<file path="config.mk">
export PLATFORM = sky130hd
export DESIGN_NAME = dbv_regs
export DESIGN_NICKNAME = d
export VERILOG_FILES = /design/src/dbv_pkg.sv /design/src/dbv_regs.sv
export SDC_FILE = /design/constraint.sdc
export NUM_CORES = 1
export LEC_CHECK = 0
export BUFFER_PORTS_ARGS = -buffer_cell sky130_fd_sc_hd__buf_2
export CAP_MARGIN = 10
export CORE_MARGIN = 2
export CORE_UTILIZATION = 40
export CTS_BUF_LIST = sky130_fd_sc_hd__clkbuf_4 sky130_fd_sc_hd__clkbuf_8 sky130_fd_sc_hd__clkbuf_16
export CTS_CLUSTER_DIAMETER = 30
export CTS_CLUSTER_SIZE = 25
export DETAILED_ROUTE_END_ITERATION = 10
export MAX_ROUTING_LAYER = met4
export SYNTH_ARGS = -nofsm -noshare
export SYNTH_HDL_FRONTEND = slang
export SYNTH_SLANG_ARGS = --single-unit
</file>
<file path="constraint.sdc">
create_clock -name clk_i -period 10.4 [get_ports clk_i]
set_clock_uncertainty 0.2 [all_clocks]
set_input_delay 2.08 -clock clk_i [delete_from_list [all_inputs] [get_ports clk_i]]
set_output_delay 2.08 -clock clk_i [all_outputs]
set_load 0.1 [all_outputs]
</file>
<file path="src/dbv_pkg.sv">
// Package: register map, field layout and voltage constants for the dual buck control bank
package dbv_pkg;
  // Register offsets
  localparam logic [7:0] OFS_CH1_VSEL  = 8'h00;
  localparam logic [7:0] OFS_CH2_VSEL  = 8'h01;
  localparam logic [7:0] OFS_CH1_CMD   = 8'h02;
  localparam logic [7:0] OFS_CH2_CMD   = 8'h03;
  localparam logic [7:0] OFS_SYS_COND  = 8'h04;
  // Field positions
  localparam int GO_BIT       = 7;
  localparam int SLEW_LSB     = 4;
  localparam int MODE_LSB     = 1;
  localparam int OFF_BIT      = 0;
  localparam int TEMP_BIT     = 2;
  localparam int PG2_BIT      = 1;
  localparam int PG1_BIT      = 0;
  // Masks and reset values
  localparam logic [7:0] VSEL_RESET   = 8'h00;
  localparam logic [7:0] CMD_RESET    = 8'h00;
  localparam logic [7:0] CMD_WR_MASK  = 8'h77;
  // Bus address, low two bits chosen by strap
  localparam logic [6:0] BUS_ADDR_BASE = 7'h60;
  localparam logic [1:0] STRAP_GND     = 2'h0;
  localparam logic [1:0] STRAP_HIGH    = 2'h1;
  localparam logic [1:0] STRAP_OPEN    = 2'h2;
  // Light-load mode field codes
  localparam logic [1:0] MODE_PIN      = 2'h0;
  localparam logic [1:0] MODE_FORCED   = 2'h1;
  localparam logic [1:0] MODE_AUTO     = 2'h2;
  // Voltage step and endpoints in millivolts
  localparam int VSTEP_MV  = 10;
  localparam int VMIN_MV   = 680;
  localparam int VMAX_MV   = 1950;
  // Per-channel control to the analog side
  typedef struct packed {
    logic [6:0] target_code;  // Slewed voltage code
    logic       fixed_freq;   // 1: fixed-frequency, 0: pulse skipping allowed
    logic       output_off;   // Output disabled
  } dbv_chan_ctrl_t;
endpackage : dbv_pkg

</file>
<file path="src/dbv_regs.sv">
// Dual buck control bank: two-wire serial slave, registers and voltage slewing
//
// Operation
// Seven bit code, 10 mV per step
// Code 0 is 0.68 V, 7F 1.95 V
// Go bit applies the programmed code
// Command bits 6..4 hold slew rate
// One step per 2^n cycles
// Mode field 00 follows mode pin
// Mode 10 automatic; 11 reserved, do not write
// Command bit 0 disables the output
// Mode 01 forces fixed frequency
// Write is address, register, data, each acknowledged
// Strap picks one of three addresses
// No updates while both enable pins low
`timescale 1ns/1ps
module dbv_regs (
  input  wire logic                  clk_i,            // 50 MHz system clock
  input  wire logic                  reset_n_i,        // Async reset, active low
  input  wire logic                  scl_i,            // Serial clock pin
  input  wire logic                  sda_i,            // Serial data pin level
  output logic                       sda_o,            // Serial data drive value (always 0)
  output logic                       sda_oe_o,         // Serial data pulled low when high
  input  wire logic [1:0]            addr_strap_i,     // Strap: 0 gnd, 1 high, 2 open
  input  wire logic                  ch1_hw_enable_pin_i, // Channel 1 enable pin
  input  wire logic                  ch2_hw_enable_pin_i, // Channel 2 enable pin
  input  wire logic                  mode_pin_i,       // Mode pin, 1 selects fixed frequency
  input  wire logic                  pgood1_i,         // Channel 1 power good
  input  wire logic                  pgood2_i,         // Channel 2 power good
  input  wire logic                  temp_warn_i,      // Die temperature warning
  input  wire logic                  cycle_tick_i,     // One pulse per switching cycle
  output dbv_pkg::dbv_chan_ctrl_t    ch1_ctrl_o,       // Channel 1 control
  output dbv_pkg::dbv_chan_ctrl_t    ch2_ctrl_o        // Channel 2 control
);

  ////////////////////////////////////////////////////////////////////////////
  // Input synchronisers; stage one is read only by stage two
  logic [10:0] sync1;
  logic [10:0] sync2;
  logic [10:0] sync_in;
  assign sync_in = {scl_i, sda_i, ch1_hw_enable_pin_i, ch2_hw_enable_pin_i, mode_pin_i,
                    pgood1_i, pgood2_i, temp_warn_i, cycle_tick_i, addr_strap_i};
  always_ff @(posedge clk_i or negedge reset_n_i)
  begin
    if (!reset_n_i)
    begin
      sync1 <= 11'h7FF;
      sync2 <= 11'h7FF;
    end
    else
    begin
      sync1 <= sync_in;
      sync2 <= sync1;
    end
  end
  logic scl_s, sda_s, en1_s, en2_s, mode_s, pg1_s, pg2_s, temp_s, tick_s;
  logic [1:0] strap_s;
  assign {scl_s, sda_s, en1_s, en2_s, mode_s, pg1_s, pg2_s, temp_s, tick_s, strap_s} = sync2;

  ////////////////////////////////////////////////////////////////////////////
  // Serial slave state
  typedef enum logic [2:0] {ST_IDLE, ST_ADDR, ST_REG, ST_DATA, ST_ACK, ST_RD, ST_RACK}
    dbv_state_t;
  dbv_state_t  state, next_state, ret_state;
  dbv_state_t  next_ret_state;
  logic        scl_d, sda_d, next_scl_d, next_sda_d;
  logic [7:0]  shreg, next_shreg;
  logic [3:0]  bitcnt, next_bitcnt;
  logic [7:0]  regptr, next_regptr;
  logic        rnw, next_rnw;
  logic        drive_low, next_drive_low;
  logic        wr_pulse, next_wr_pulse;
  logic [7:0]  wr_data, next_wr_data;
  logic [6:0]  my_addr, next_my_addr;
  logic        strap_taken, next_strap_taken;
  logic [7:0]  vsel1, vsel2, cmd1, cmd2, next_vsel1, next_vsel2, next_cmd1, next_cmd2;

  // Register read mux, unmapped offsets read as zero
  function automatic logic [7:0] rd_mux(input logic [7:0] a, input logic [7:0] v1,
                                        input logic [7:0] v2, input logic [7:0] c1,
                                        input logic [7:0] c2, input logic [7:0] st);
    unique case (a)
      dbv_pkg::OFS_CH1_VSEL: rd_mux = v1;
      dbv_pkg::OFS_CH2_VSEL: rd_mux = v2;
      dbv_pkg::OFS_CH1_CMD:  rd_mux = c1;
      dbv_pkg::OFS_CH2_CMD:  rd_mux = c2;
      dbv_pkg::OFS_SYS_COND: rd_mux = st;
      default:               rd_mux = 8'h00;
    endcase
  endfunction : rd_mux

  logic [7:0] status_val;
  always_comb
  begin
    status_val = 8'h00;
    status_val[dbv_pkg::TEMP_BIT] = temp_s;
    status_val[dbv_pkg::PG2_BIT]  = pg2_s;
    status_val[dbv_pkg::PG1_BIT]  = pg1_s;
  end

  logic start_c, stop_c, scl_rise, scl_fall, hw_shutdown;
  assign start_c  = scl_s && scl_d && sda_d && !sda_s;
  assign stop_c   = scl_s && scl_d && !sda_d && sda_s;
  assign scl_rise = scl_s && !scl_d;
  assign scl_fall = !scl_s && scl_d;
  assign hw_shutdown = !en1_s && !en2_s;

  // Next-state logic for the serial slave and register writes
  always_comb
  begin
    next_state       = state;
    next_ret_state   = ret_state;
    next_scl_d       = scl_s;
    next_sda_d       = sda_s;
    next_shreg       = shreg;
    next_bitcnt      = bitcnt;
    next_regptr      = regptr;
    next_rnw         = rnw;
    next_drive_low   = drive_low;
    next_wr_pulse    = 1'b0;
    next_wr_data     = wr_data;
    next_my_addr     = my_addr;
    next_strap_taken = 1'b1;
    // Strap is static; following its synchronised level means the sync's
    // reset value selects the base address for the first two cycles only
    unique case (strap_s)
      dbv_pkg::STRAP_HIGH: next_my_addr = dbv_pkg::BUS_ADDR_BASE + 7'h1;
      dbv_pkg::STRAP_OPEN: next_my_addr = dbv_pkg::BUS_ADDR_BASE + 7'h2;
      default:             next_my_addr = dbv_pkg::BUS_ADDR_BASE;
    endcase
    if (start_c)
    begin
      next_state     = ST_ADDR;
      next_bitcnt    = 4'h0;
      next_drive_low = 1'b0;
    end
    else if (stop_c)
    begin
      next_state     = ST_IDLE;
      next_drive_low = 1'b0;
    end
    else
    begin
      unique case (state)
        ST_IDLE: next_drive_low = 1'b0;
        ST_ADDR, ST_REG, ST_DATA:
        begin
          if (scl_rise)
          begin
            next_shreg  = {shreg[6:0], sda_s};
            next_bitcnt = bitcnt + 4'h1;
          end
          if (scl_fall && bitcnt == 4'h8)
          begin
            next_bitcnt = 4'h0;
            next_state  = ST_ACK;
            next_drive_low = 1'b1;
            if (state == ST_ADDR)
            begin
              next_rnw = shreg[0];
              if (shreg[7:1] != my_addr)
              begin
                next_state     = ST_IDLE;
                next_drive_low = 1'b0;
              end
              else if (shreg[0])
              begin
                next_ret_state = ST_RD;
                next_shreg     = rd_mux(regptr, vsel1, vsel2, cmd1, cmd2, status_val);
              end
              else
                next_ret_state = ST_REG;
            end
            else if (state == ST_REG)
            begin
              next_regptr    = shreg;
              next_ret_state = ST_DATA;
            end
            else
            begin
              next_wr_pulse  = !hw_shutdown;
              next_wr_data   = shreg;
              next_regptr    = regptr + 8'h1;
              next_ret_state = ST_DATA;
            end
          end
        end
        ST_ACK:
        begin
          if (scl_fall)
          begin
            next_state     = ret_state;
            next_drive_low = (ret_state == ST_RD) ? !shreg[7] : 1'b0;
          end
        end
        ST_RD:
        begin
          if (scl_fall)
          begin
            next_bitcnt = bitcnt + 4'h1;
            next_shreg  = {shreg[6:0], 1'b0};
            if (bitcnt == 4'h7)
            begin
              next_state     = ST_RACK;
              next_drive_low = 1'b0;
              next_bitcnt    = 4'h0;
            end
            else
              next_drive_low = !shreg[6];
          end
        end
        ST_RACK:
        begin
          if (scl_rise)
          begin
            if (sda_s)
              next_state = ST_IDLE;  // Master NACK ends the read
            else
            begin
              next_regptr = regptr + 8'h1;
              next_shreg  = rd_mux(regptr + 8'h1, vsel1, vsel2, cmd1, cmd2, status_val);
            end
          end
          if (scl_fall && next_state == ST_RACK)
          begin
            next_state     = ST_RD;
            next_drive_low = !shreg[7];
          end
        end
        default: next_state = ST_IDLE;
      endcase
    end
  end

  // Register file updates on a received data byte
  always_comb
  begin
    next_vsel1 = vsel1;
    next_vsel2 = vsel2;
    next_cmd1  = cmd1;
    next_cmd2  = cmd2;
    if (wr_pulse)
    begin
      unique case (regptr - 8'h1)
        dbv_pkg::OFS_CH1_VSEL: next_vsel1 = wr_data;
        dbv_pkg::OFS_CH2_VSEL: next_vsel2 = wr_data;
        dbv_pkg::OFS_CH1_CMD:  next_cmd1  = wr_data & dbv_pkg::CMD_WR_MASK;
        dbv_pkg::OFS_CH2_CMD:  next_cmd2  = wr_data & dbv_pkg::CMD_WR_MASK;
        default:               next_vsel1 = vsel1;
      endcase
    end
  end

  // Serial slave and register file flops
  always_ff @(posedge clk_i or negedge reset_n_i)
  begin
    if (!reset_n_i)
    begin
      state       <= ST_IDLE;
      ret_state   <= ST_IDLE;
      scl_d       <= 1'b1;
      sda_d       <= 1'b1;
      shreg       <= 8'h00;
      bitcnt      <= 4'h0;
      regptr      <= 8'h00;
      rnw         <= 1'b0;
      drive_low   <= 1'b0;
      wr_pulse    <= 1'b0;
      wr_data     <= 8'h00;
      my_addr     <= dbv_pkg::BUS_ADDR_BASE;
      strap_taken <= 1'b0;
      vsel1       <= dbv_pkg::VSEL_RESET;
      vsel2       <= dbv_pkg::VSEL_RESET;
      cmd1        <= dbv_pkg::CMD_RESET;
      cmd2        <= dbv_pkg::CMD_RESET;
    end
    else
    begin
      state       <= next_state;
      ret_state   <= next_ret_state;
      scl_d       <= next_scl_d;
      sda_d       <= next_sda_d;
      shreg       <= next_shreg;
      bitcnt      <= next_bitcnt;
      regptr      <= next_regptr;
      rnw         <= next_rnw;
      drive_low   <= next_drive_low;
      wr_pulse    <= next_wr_pulse;
      wr_data     <= next_wr_data;
      my_addr     <= next_my_addr;
      strap_taken <= next_strap_taken;
      vsel1       <= next_vsel1;
      vsel2       <= next_vsel2;
      cmd1        <= next_cmd1;
      cmd2        <= next_cmd2;
    end
  end
  assign sda_o    = 1'b0;
  assign sda_oe_o = drive_low;

  ////////////////////////////////////////////////////////////////////////////
  // Per-channel slewing toward the go-qualified code; code maps linearly 0.68 V .. 1.95 V
  logic [6:0] tgt [2];
  logic [6:0] next_tgt [2];
  logic [7:0] slew_cnt [2];
  logic [7:0] next_slew_cnt [2];
  logic [7:0] vsel_a [2];
  logic [7:0] cmd_a [2];
  assign vsel_a[0] = vsel1;
  assign vsel_a[1] = vsel2;
  assign cmd_a[0]  = cmd1;
  assign cmd_a[1]  = cmd2;

  always_comb
  begin
    for (int c = 0; c < 2; c++)
    begin
      next_tgt[c]      = tgt[c];
      next_slew_cnt[c] = slew_cnt[c];
      // Go bit gates the new code; without it the target holds
      if (vsel_a[c][dbv_pkg::GO_BIT] && tick_s && tgt[c] != vsel_a[c][6:0])
      begin
        // One 10 mV step after 2^n switching cycles
        if (slew_cnt[c] >= ((8'h01 << cmd_a[c][dbv_pkg::SLEW_LSB +: 3]) - 8'h01))
        begin
          next_slew_cnt[c] = 8'h00;
          next_tgt[c] = (tgt[c] < vsel_a[c][6:0]) ? tgt[c] + 7'h01 : tgt[c] - 7'h01;
        end
        else
          next_slew_cnt[c] = slew_cnt[c] + 8'h01;
      end
    end
  end

  always_ff @(posedge clk_i or negedge reset_n_i)
  begin
    if (!reset_n_i)
    begin
      tgt[0] <= 7'h00;
      tgt[1] <= 7'h00;
      slew_cnt[0] <= 8'h00;
      slew_cnt[1] <= 8'h00;
    end
    else
    begin
      tgt <= next_tgt;
      slew_cnt <= next_slew_cnt;
    end
  end

  // Light-load mode decode: pin, forced fixed frequency, or automatic
  function automatic logic mode_fixed(input logic [1:0] f, input logic pin);
    unique case (f)
      dbv_pkg::MODE_PIN:    mode_fixed = pin;
      dbv_pkg::MODE_FORCED: mode_fixed = 1'b1;
      default:              mode_fixed = 1'b0;
    endcase
  endfunction : mode_fixed

  // Output control register
  always_ff @(posedge clk_i or negedge reset_n_i)
  begin
    if (!reset_n_i)
    begin
      ch1_ctrl_o <= '0;
      ch2_ctrl_o <= '0;
    end
    else
    begin
      ch1_ctrl_o <= {tgt[0], mode_fixed(cmd1[dbv_pkg::MODE_LSB +: 2], mode_s),
                     cmd1[dbv_pkg::OFF_BIT]};
      ch2_ctrl_o <= {tgt[1], mode_fixed(cmd2[dbv_pkg::MODE_LSB +: 2], mode_s),
                     cmd2[dbv_pkg::OFF_BIT]};
    end
  end

  ////////////////////////////////////////////////////////////////////////////
  // Assertions
  property p_no_write_in_shutdown;
    @(posedge clk_i) disable iff (!reset_n_i) hw_shutdown |=> !wr_pulse;
  endproperty
  a_no_write_in_shutdown: assert property (p_no_write_in_shutdown)
    else $error("Register write during hardware shutdown");
  property p_hold_without_go;
    @(posedge clk_i) disable iff (!reset_n_i) !vsel1[dbv_pkg::GO_BIT] |=> $stable(tgt[0]);
  endproperty
  a_hold_without_go: assert property (p_hold_without_go)
    else $error("Target moved without go bit");
  property p_single_step;
    @(posedge clk_i) disable iff (!reset_n_i)
      (tgt[0] != $past(tgt[0])) |->
        (tgt[0] == $past(tgt[0]) + 7'h01 || tgt[0] == $past(tgt[0]) - 7'h01);
  endproperty
  a_single_step: assert property (p_single_step)
    else $error("Target moved by more than one step");
  property p_fast_slew;
    @(posedge clk_i) disable iff (!reset_n_i)
      (cmd1[6:4] == 3'h0 && vsel1[7] && tick_s && tgt[0] < vsel1[6:0]) |=>
        tgt[0] == $past(tgt[0]) + 7'h01;
  endproperty
  a_fast_slew: assert property (p_fast_slew)
    else $error("Slew code 0 did not step each cycle");
  property p_mode_forced;
    @(posedge clk_i) disable iff (!reset_n_i) cmd1[2:1] == 2'h1 |=> ch1_ctrl_o.fixed_freq;
  endproperty
  a_mode_forced: assert property (p_mode_forced)
    else $error("Forced mode not fixed frequency");
  property p_mode_pin;
    @(posedge clk_i) disable iff (!reset_n_i)
      cmd2[2:1] == 2'h0 |=> ch2_ctrl_o.fixed_freq == $past(mode_s);
  endproperty
  a_mode_pin: assert property (p_mode_pin)
    else $error("Mode does not follow pin");
  property p_mode_auto;
    @(posedge clk_i) disable iff (!reset_n_i) cmd1[2:1] == 2'h2 |=> !ch1_ctrl_o.fixed_freq;
  endproperty
  a_mode_auto: assert property (p_mode_auto)
    else $error("Auto mode shows fixed frequency");
  property p_off;
    @(posedge clk_i) disable iff (!reset_n_i) 1'b1 |=> ch2_ctrl_o.output_off == $past(cmd2[0]);
  endproperty
  a_off: assert property (p_off)
    else $error("Output off does not follow command bit");
  property p_cmd_reserved;
    @(posedge clk_i) disable iff (!reset_n_i) cmd1[7] == 1'b0 && cmd1[3] == 1'b0;
  endproperty
  a_cmd_reserved: assert property (p_cmd_reserved)
    else $error("Reserved command bit set");
  property p_addr_strap;
    @(posedge clk_i) disable iff (!reset_n_i)
      strap_taken |-> my_addr[6:2] == dbv_pkg::BUS_ADDR_BASE[6:2];
  endproperty
  a_addr_strap: assert property (p_addr_strap)
    else $error("Bus address outside strap range");
  property p_ack_after_byte;
    @(posedge clk_i) disable iff (!reset_n_i) state == ST_ACK |-> drive_low;
  endproperty
  a_ack_after_byte: assert property (p_ack_after_byte)
    else $error("No acknowledge after byte");

endmodule : dbv_regs

</file>
* Yosys cells after proc, flatten, opt, wreduce, memory -nomap -nowiden
Cells that the tools add are included.
** Word-level totals
- Bits in registers :: 143
- Input bits :: 13
- Output and inout port bits :: 20
- Logic and storage cells :: 204
** Cells by class
- Bitwise logic cells :: 4
- $lt $le $gt $ge :: 4
- $add $sub $neg :: 11
- Muxes and demuxes :: 66
- Reduce and logical (&&, ||, !) cells :: 47
- Eq/ne operators :: 43
- Shifts and indexed selects :: 2
** Operators by type and width (number)
- $mux 8 :: 15
- $pmux 8 s5 :: 2
- $mux 3 :: 17
- $eq 8x2->1 const B :: 6
- $add 8x1->8 const B :: 3
- $eq 8x1->1 const B :: 3
- $logic_not 8->1 :: 3
- $mux 4 :: 6
- $ne 4x4->1 const B :: 6
- $pmux 8 s3 :: 1
- $sub 8x1->8 const B :: 3
- $ne 7x7->1 :: 3
- $eq 8x3->1 const B :: 2
- $ge 8x8->1 :: 2
- $mux 1 :: 16
- $pmux 8 s2 :: 1
- $shl 1x3->8 const A :: 2
- $eq 3x3->1 const B :: 5
- $pmux 3 s5 :: 1
- $reduce_and 5->1 :: 3
- $add 7x1->7 const B :: 2
- $logic_and 1x1->1 :: 14
- $lt 7x7->1 :: 2
- $mux 7 :: 2
- other kinds (26) :: 57

* Depth between registers and ports, before layout
Gate-level depths: netlist of run 1.
- Depth after elaboration :: 12
- Gate-level depth with buffers :: 16
- Mapped depth without buffers :: 13

* Worst setup path before layout of run 1
Ideal clock, no wire load.
- Path type :: register to register
- Start point :: register cmd2[5]
- End point :: register tgt[1] (netlist name)
- Path buffers :: 3
- Setup time :: 125 ps
- Data required time :: 10075 ps
- Stages on the path, launching flop included :: 15
- Clock period less this slack :: 3343 ps
- Data arrival time :: 3018 ps
- Path slack :: 7057 ps
- Cell sequence :: dfrtp_1 clkbuf_1 or3_1 ha_1 clkbuf_1 nor3_1 a21o_1 a21oi_1 ha_1 a21o_1 a2111oi_0 o21ai_1 and3b_1 buf_2 mux2_2
** Between the ends
- Cells in the longest elaborated chain, start to end :: 4
** Ends and longest elaborated chain
- start: declaration :: RTL line dbv_regs.sv:76 : logic [7:0] vsel1, vsel2, cmd1, cmd2, next_vsel1, next_vsel2, next_cmd1, next_cmd2;
- start signal: assignment :: RTL line dbv_regs.sv:275 : cmd2 <= dbv_pkg::CMD_RESET;
- start signal: assignment :: RTL line dbv_regs.sv:295 : cmd2 <= next_cmd2;
- $shl 1x3->8 :: RTL line dbv_regs.sv:324 : if (slew_cnt[c] >= ((8'h01 << cmd_a[c][dbv_pkg::SLEW_LSB +: 3]) - 8'h01))
- $sub 8x1->8 :: RTL line dbv_regs.sv:324
- $ge 8x8->1 :: RTL line dbv_regs.sv:324
- $reduce_and 2->1 (no source line)
- end signal: assignment :: RTL line dbv_regs.sv:346 : tgt <= next_tgt;
- end: declaration :: RTL line dbv_regs.sv:303 : logic [6:0] tgt [2];
Every way passes these cells.
A chain may end at the register's enable or synchronous reset.

* Worst setup path after layout of run 1
- Start point :: register cmd2[4]
- End point :: register tgt[4] (netlist name)
The elaborated chain is that of the path after synthesis.

==> results of run 1 <==
logic make-up after synthesis:
| logic type | count (synthesis) | synth area share [%] |
|---|---|---|
| muxes | 52 | 8.832 |
| DFF | 138 | 43.90 |
| other | 2 | 0.09466 |
| adders and majority gates | 53 | 8.548 |
| xor gates and xnor gates | 28 | 3.186 |
| AOI/OAI and AO/OA | 191 | 16.86 |
| buffers and inverters | 73 | 4.511 |
| and+or+nand+nor | 207 | 14.07 |
critical path, cell delays in order, from the launching register on:
cell and delay (ns):
dfrtp_1 0.49, or3_1 0.41, ha_1 0.28, nor3_1 0.16, a21o_1 0.11, a21oi_1 0.07, ha_1 0.31, a21o_1 0.17
a2111oi_0 0.48, o21ai_1 0.14, and3b_1 0.34, mux2_2 0.33
through the flow:
step	worst slack (ns)	instances	hold WS, ns	total power [mW]	util, %
4_1_cts	6.801	1036	0.1544	1.427	45.17
2_1_floorplan	7.057	745	0.1452	0.7669	-
5_1_grt	6.473	1036	0.1532	1.476	45.17
3_3_place_gp	6.608	1004	0.1456	0.8247	42.19
3_5_place_dp	6.580	1004	0.1469	0.8257	42.19
6_report	6.789	1036	0.1539	1.408	45.17
cells in the mapped netlist, drive strengths merged (4+ instances only):
cell	count
clkbuf	16
nand2b	10
a22oi	11
or3	9
nand3	17
nor3	11
o211ai	5
dfstp	24
a21o	9
nor2b	19
a21oi	40
ha	51
and2	12
a221oi	6
dfrtp	114
o21bai	7
xor2	7
a22o	4
o22ai	4
buf	22
nand2	49
a211oi	10
a222oi	9
nor2	48
mux2	45
a31oi	7
xnor2	21
nand4	5
mux2i	7
inv	35
o2111ai	4
o21ai	40
sequential cells by signal (all words and copies together) (netlist names), 2 cells and up:
signal / flops
slew_cnt: 16
tgt: 14
sync1: 11
sync2: 11
ch1_ctrl_o: 9
ch2_ctrl_o: 9
regptr: 8
shreg: 8
vsel1: 8
vsel2: 8
wr_data: 8
cmd1: 6
cmd2: 6
bitcnt: 4
ret_state: 3
state: 3
my_addr: 2
path summary, 6_finish.rpt:
path	end	slack [ns]	startpoint	cells past startpoint
min in group asynchronous	wr_pulse$_DFF_PN0_	1.42	reset_n_i	1
setup reg to reg	tgt[4]$_DFFE_PN0P_	6.79	cmd2[4]$_DFFE_PN0P_	11
max in group asynchronous	cmd2[2]$_DFFE_PN0P_	7.13	reset_n_i	2
setup / recovery	tgt[4]$_DFFE_PN0P_	6.79	cmd2[4]$_DFFE_PN0P_	11
hold reg to reg	sync2[9]$_DFF_PN1_	0.15	sync1[9]$_DFF_PN1_	0
hold / removal	sync2[9]$_DFF_PN1_	0.15	sync1[9]$_DFF_PN1_	0
layer usage:
metal / part of all wire, % / vias up
li1: - / 2732
met1: 49 / 2684
met2: 46 / 100
met3: 3.6 / 20
met4: 1.4 / 0
met5: 0 / -
final cells by class:
class	count	area, um^2
clock buffers	19	446.7
clock inverters	13	132.6
fillers	1832	10670
inverters	35	131.4
multi-input cells	534	4096
flip-flops and latches	138	3483
well taps	265	331.6
repair buffers	32	168.9
cell usage in the layout, fill, tap and decap left out, types with 20 or more instances in the layout:
cell and n:
ha_1 51, buf_2 30, a21oi_1 40, xnor2_1 20
inv_1 35, dfrtp_1 114, dfstp_2 24, o21ai_0 27
nand2_1 48, mux2_4 33, nor2_1 47
report_power, final:
group | internal (mW) | total (mW) | switching, mW
clock network | 0.344 | 0.591 | 0.247
registers | 0.576 | 0.632 | 0.0554
logic | 0.0747 | 0.186 | 0.111
==> impl_metrics.csv, run 1 <==
group,metric,value,unit
worst_setup_path,path_class,"flip-flop to flip-flop",
global_routing,grt_use_met1,23.58,%
yosys,synth.area.top_cells,"dfrtp_1, ha_1, dfstp_2",
route,ant_nets,0,
cells_and_area,postLayoutCellArea,8791,um^2
placed_design,portBuffers,31,
yosys,ys_seq_area_share,43.90,%
global_routing,grtUsageTotal,17.90,%
global_routing,grt_max_degree,84,
route,drc,0,
global_routing,gr-total-overflow,0,
floorplan,die-height,144.8,um
cells_and_area,diodes,0,
yosys,synthCells,744,
cells_and_area,synthToLayoutAreaGrowth,10.80,%
global_routing,grt.met2_usage,27.78,%
worst_setup_path,cp_max_fo,10,
floorplan,core,19460,um^2
sta,period_minus_slack,3.611,ns
route,vias,5536,
cells_and_area,drive_gt1_share,20.49,%
route,dr.pass1.iters,6,
clocking,clock_tree.root_cell,"clkbuf_16",
clocking,post_cts_buffers,0,
yosys,async_reset_ff_share,100.0,%
global_routing,grt-busiest-layer,"met2",
yosys,synth_seq_cells,138,
floorplan,start_util,40.77,%
floorplan,fp-row-count,51,
worst_setup_path,worstSetupEndpointType,"flip-flop",
yosys,synth_top_area_share,35.96,%
sta,finalCritPeriodShare,34.72,%
sta,drv_slew,0,
worst_hold_path,hp-class,"flip-flop to flip-flop",
sta,finalSetupViolCount,0,
placed_design,dp_hpwl,12.23,mm
global_routing,use_met3,4.278,%
clocking,cts_tree,"done",
sta,maxSlewHeadroom,25.67,%
flow_run,maxCapViolCount,0,
route,drt-total-wl,17.14,mm
outcome,status,"complete, no violations",
clocking,ctsResizeCount,0,
clocking,cts_buffer_depth,2,
sta,tightest_slew,1.114,ns
floorplan,io_pins,33,
cells_and_area,nets,824,
clocking,clk_pin_slew,0.06,ns
placed_design,routabilityCongestion,0.8598,
pwr,power_density,160.2,nW/um^2
sta,rsz0062_at_grt,"false",
global_routing,grt_pass1_vias,5322,
yosys,yosys_warnings,0,
route,routed_via_density,5.344,
worst_setup_path,cp.required,10.50,ns
floorplan,die_area,20980,um^2
floorplan,die_w,144.8,um
yosys,yosysTopAreaCell,"dfrtp_1",
sta,fin_tns_setup,0,ns
clocking,holdBufCountCts,0,
yosys,synthDistinctLibCells,83,
clocking,numCtsBuffers,17,
yosys,synthesis.area,7934,um^2
placed_design,dpl_cell_area,8212,um^2
clocking,htree_levels,4,
clocking,clock_sinks,138,
global_routing,grt_pass1_wl,28.08,mm
sta,hold_viol,0,
worst_setup_path,critPathLaunchType,"flip-flop",
worst_setup_path,worst_ep_arrival_time,3.72,ns
yosys,syn_area_per_cell,10.66,um^2
global_routing,antenna_found_initial,0,
route,routedWlPerCell,16.54,um
clocking,worstSkewPairLatency,0.43,ns
yosys,synth_edf_count,0,
pwr,power_leakage,3.819,nW
route,initialDrtViolationCount,359,
sta,fmax,277.0,MHz
pwr,worst_ir_drop_vdd,0.1215,mV
yosys,synth_flop_cell,"dfrtp_1",
Note: power is estimated with default switching activity, not from simulation.
==> run 2, diff against run 1 <==
==> constraint.sdc (replaced) <==
create_clock -name clk_i -period 3.5 [get_ports clk_i]
set_clock_uncertainty 0.2 [all_clocks]
set_input_delay 0.7 -clock clk_i [delete_from_list [all_inputs] [get_ports clk_i]]
set_output_delay 0.7 -clock clk_i [all_outputs]
set_load 0.1 [all_outputs]
==> run 2 against run 1 <==
Critical path depth decreased by 1. Core utilization grew 0.85 points. Sequential power rose to 3.0 times the previous value. Global-route usage increased by 0.40 points. Via count rose by 3.2%. Register-to-register slack worse by 6.6 ns. Largest cell class unchanged. Highest routed layer unchanged.
==> impl_metrics.csv, run 2 (synthesis gave the netlist of run 1 again) <==
group,metric,value,unit
cells_and_area,fin_util,46.02,%
sta,finalCritPeriodShare,93.71,%
sta,finalSetupViolCount,0,
route,dr.pass1.iters,6,
worst_setup_path,crit_slowest_cell,"dfrtp_2",
worst_setup_path,cp_num_buf_inv,0,
route,vias,5711,
pwr,power_density,468.4,nW/um^2
worst_setup_path,r2r_setup_slack,0.22,ns
floorplan,io_pins,33,
worst_setup_path,max_stage_delay,0.46,ns
placed_design,portBuffers,31,
floorplan,die-height,144.8,um
global_routing,grt_pass1_wl,28.93,mm
worst_setup_path,critPathLaunch,"cmd2[6]$_DFFE_PN0P_",
worst_setup_path,path_class,"flip-flop to flip-flop",
sta,holdWs,0.09853,ns
cells_and_area,stdcell_count,1053,
worst_setup_path,cp_cell_sequence,"or3_1, ha_1, a21o_1, a21oi_1, ha_1, a21o_1, a2111oi_2, o21ai_1, and3b_2, mux2_2",
floorplan,start_util,40.77,%
sta,period_minus_slack,3.280,ns
cells_and_area,synthToLayoutAreaGrowth,12.88,%
worst_setup_path,cp_max_fo,9,
clocking,cts_tree,"done",
cells_and_area,top_register,"slew_cnt",
floorplan,die_area,20980,um^2
sta,maxSlewHeadroom,53.44,%
global_routing,grt_max_degree,75,
worst_setup_path,endpoint,"tgt[3]$_DFFE_PN0P_",
global_routing,antenna_found_initial,0,
cells_and_area,largest_reg_flops,16,
clocking,cts_buffer_depth,2,
flow_run,maxCapViolCount,0,
cells_and_area,nets,841,
worst_setup_path,reg2reg_depth,10,
cells_and_area,reg.largest.list,"slew_cnt (16), tgt (14)",
sta,rsz0062_at_grt,"false",
global_routing,gr-total-overflow,0,
route,routedWlPerCell,16.71,um
placed_design,dp_hpwl,12.56,mm
worst_setup_path,crit_family,"compound AO/OA/AOI/OAI gates",
sta,tightest_slew,0.6984,ns
global_routing,grt_pass1_vias,5455,
global_routing,grtUsageTotal,18.30,%
worst_setup_path,cp.required,3.61,ns
worst_setup_path,worst_ep_arrival_time,3.39,ns
clocking,numCtsBuffers,17,
worst_setup_path,cp.depth,10,
worst_setup_path,reg2reg_to,"tgt[3]$_DFFE_PN0P_",
clocking,clk_pin_slew,0.06,ns
sta,drv_slew,0,
clocking,clock_sinks,138,
sta,fmax,304.9,MHz
sta,fin_tns_setup,0,ns
outcome,status,"complete, no violations",
floorplan,die_w,144.8,um
worst_setup_path,r2r_start,"cmd2[6]$_DFFE_PN0P_",
cells_and_area,final_common_cell,"dfrtp_1",
placed_design,routabilityCongestion,0.8601,
clocking,clock_tree.root_cell,"clkbuf_16",
pwr,worst_ir_drop_vdd,0.3528,mV
clocking,htree_levels,4,
cells_and_area,layout_common_cells,"dfrtp_1, ha_1, nand2_1",
cells_and_area,diodes,0,
worst_setup_path,critPathLaunchType,"flip-flop",
pwr,power_leakage,3.918,nW
clocking,worstSkewPairLatency,0.43,ns
cells_and_area,drive_gt1_share,22.84,%
worst_setup_path,worstSetupEndpointType,"flip-flop",
route,ant_nets,0,
sta,hold_viol,0,
route,drt-total-wl,17.60,mm
placed_design,place_inst,1019,
worst_hold_path,hp-class,"primary input to async pin",
floorplan,core,19460,um^2
floorplan,fp-row-count,51,
route,initialDrtViolationCount,380,
route,routed_via_density,5.424,
route,drc,0,
-- run 2: changes by cell type in the layout (fill, tap and decap cells not counted), sizes merged --
cell / before / now
bufinv: 1 / 0
inv: 41 / 39
and3b: 3 / 4
buf: 32 / 48
clkbuf: 19 / 22
-- run 2: how the worst min path moves through the flow --
stage / start / cells past startpoint / to
2_1_floorplan: sync1[0]$_DFF_PN1_ / 0 / sync2[0]$_DFF_PN1_
3_3_place_gp: sync1[9]$_DFF_PN1_ / 0 / sync2[9]$_DFF_PN1_
3_5_place_dp: sync1[6]$_DFF_PN1_ / 0 / sync2[6]$_DFF_PN1_
4_1_cts: reset_n_i / 1 / cmd1[2]$_DFFE_PN0P_
5_1_grt: reset_n_i / 1 / tgt[1]$_DFFE_PN0P_
6_report: reset_n_i / 1 / ch2_ctrl_o[1]$_DFF_PN0_
-- run 2: per-layer routing --
layer	track usage [%]	wire [um]	vias up	part of all wire [%]
li1	-	-	2767	-
met1	25.29	8486	2826	48
met2	26.74	8233	101	47
met3	3.718	618	17	3.5
met4	6.541	261	0	1.5
met5	-	0	-	0
-- run 2: area by class of cell --
type                    count  area, um^2
fillers                  1836       10510
multi-input cells         535        4124
flip-flops and latches    138        3485
clock buffers              22       504.2
well taps                 265       331.6
repair buffers             48       301.5
inverters                  35       131.4
clock inverters            10       78.83
-- run 2: timing repair --
action | 4_1_cts | 5_1_grt
gates resized for setup | 0 | 7
setup buffers | 0 | 1
endpoints found under the setup margin | 0 | 14
hold buffers | 0 | 0
-- run 2: per-stage QoR --
step | worst slack, ns | power (mW) | area, um^2
2_1_floorplan | 0.1571 | 2.279 | 7938
3_3_place_gp | 0.1731 | 2.465 | 8337
3_5_place_dp | 0.1177 | 2.475 | 8337
4_1_cts | 0.1114 | 4.243 | 8920
5_1_grt | 0.02302 | 4.389 | 8956
6_report | 0.2203 | 4.195 | 8956
-- run 2: power by group --
group | leakage, nW | switching [mW] | internal, mW
sequential | 1.73 | 0.164 | 1.71
clock | 0.281 | 0.716 | 1.03
combinational | 1.91 | 0.337 | 0.233
total | 3.92 | 1.22 | 2.98
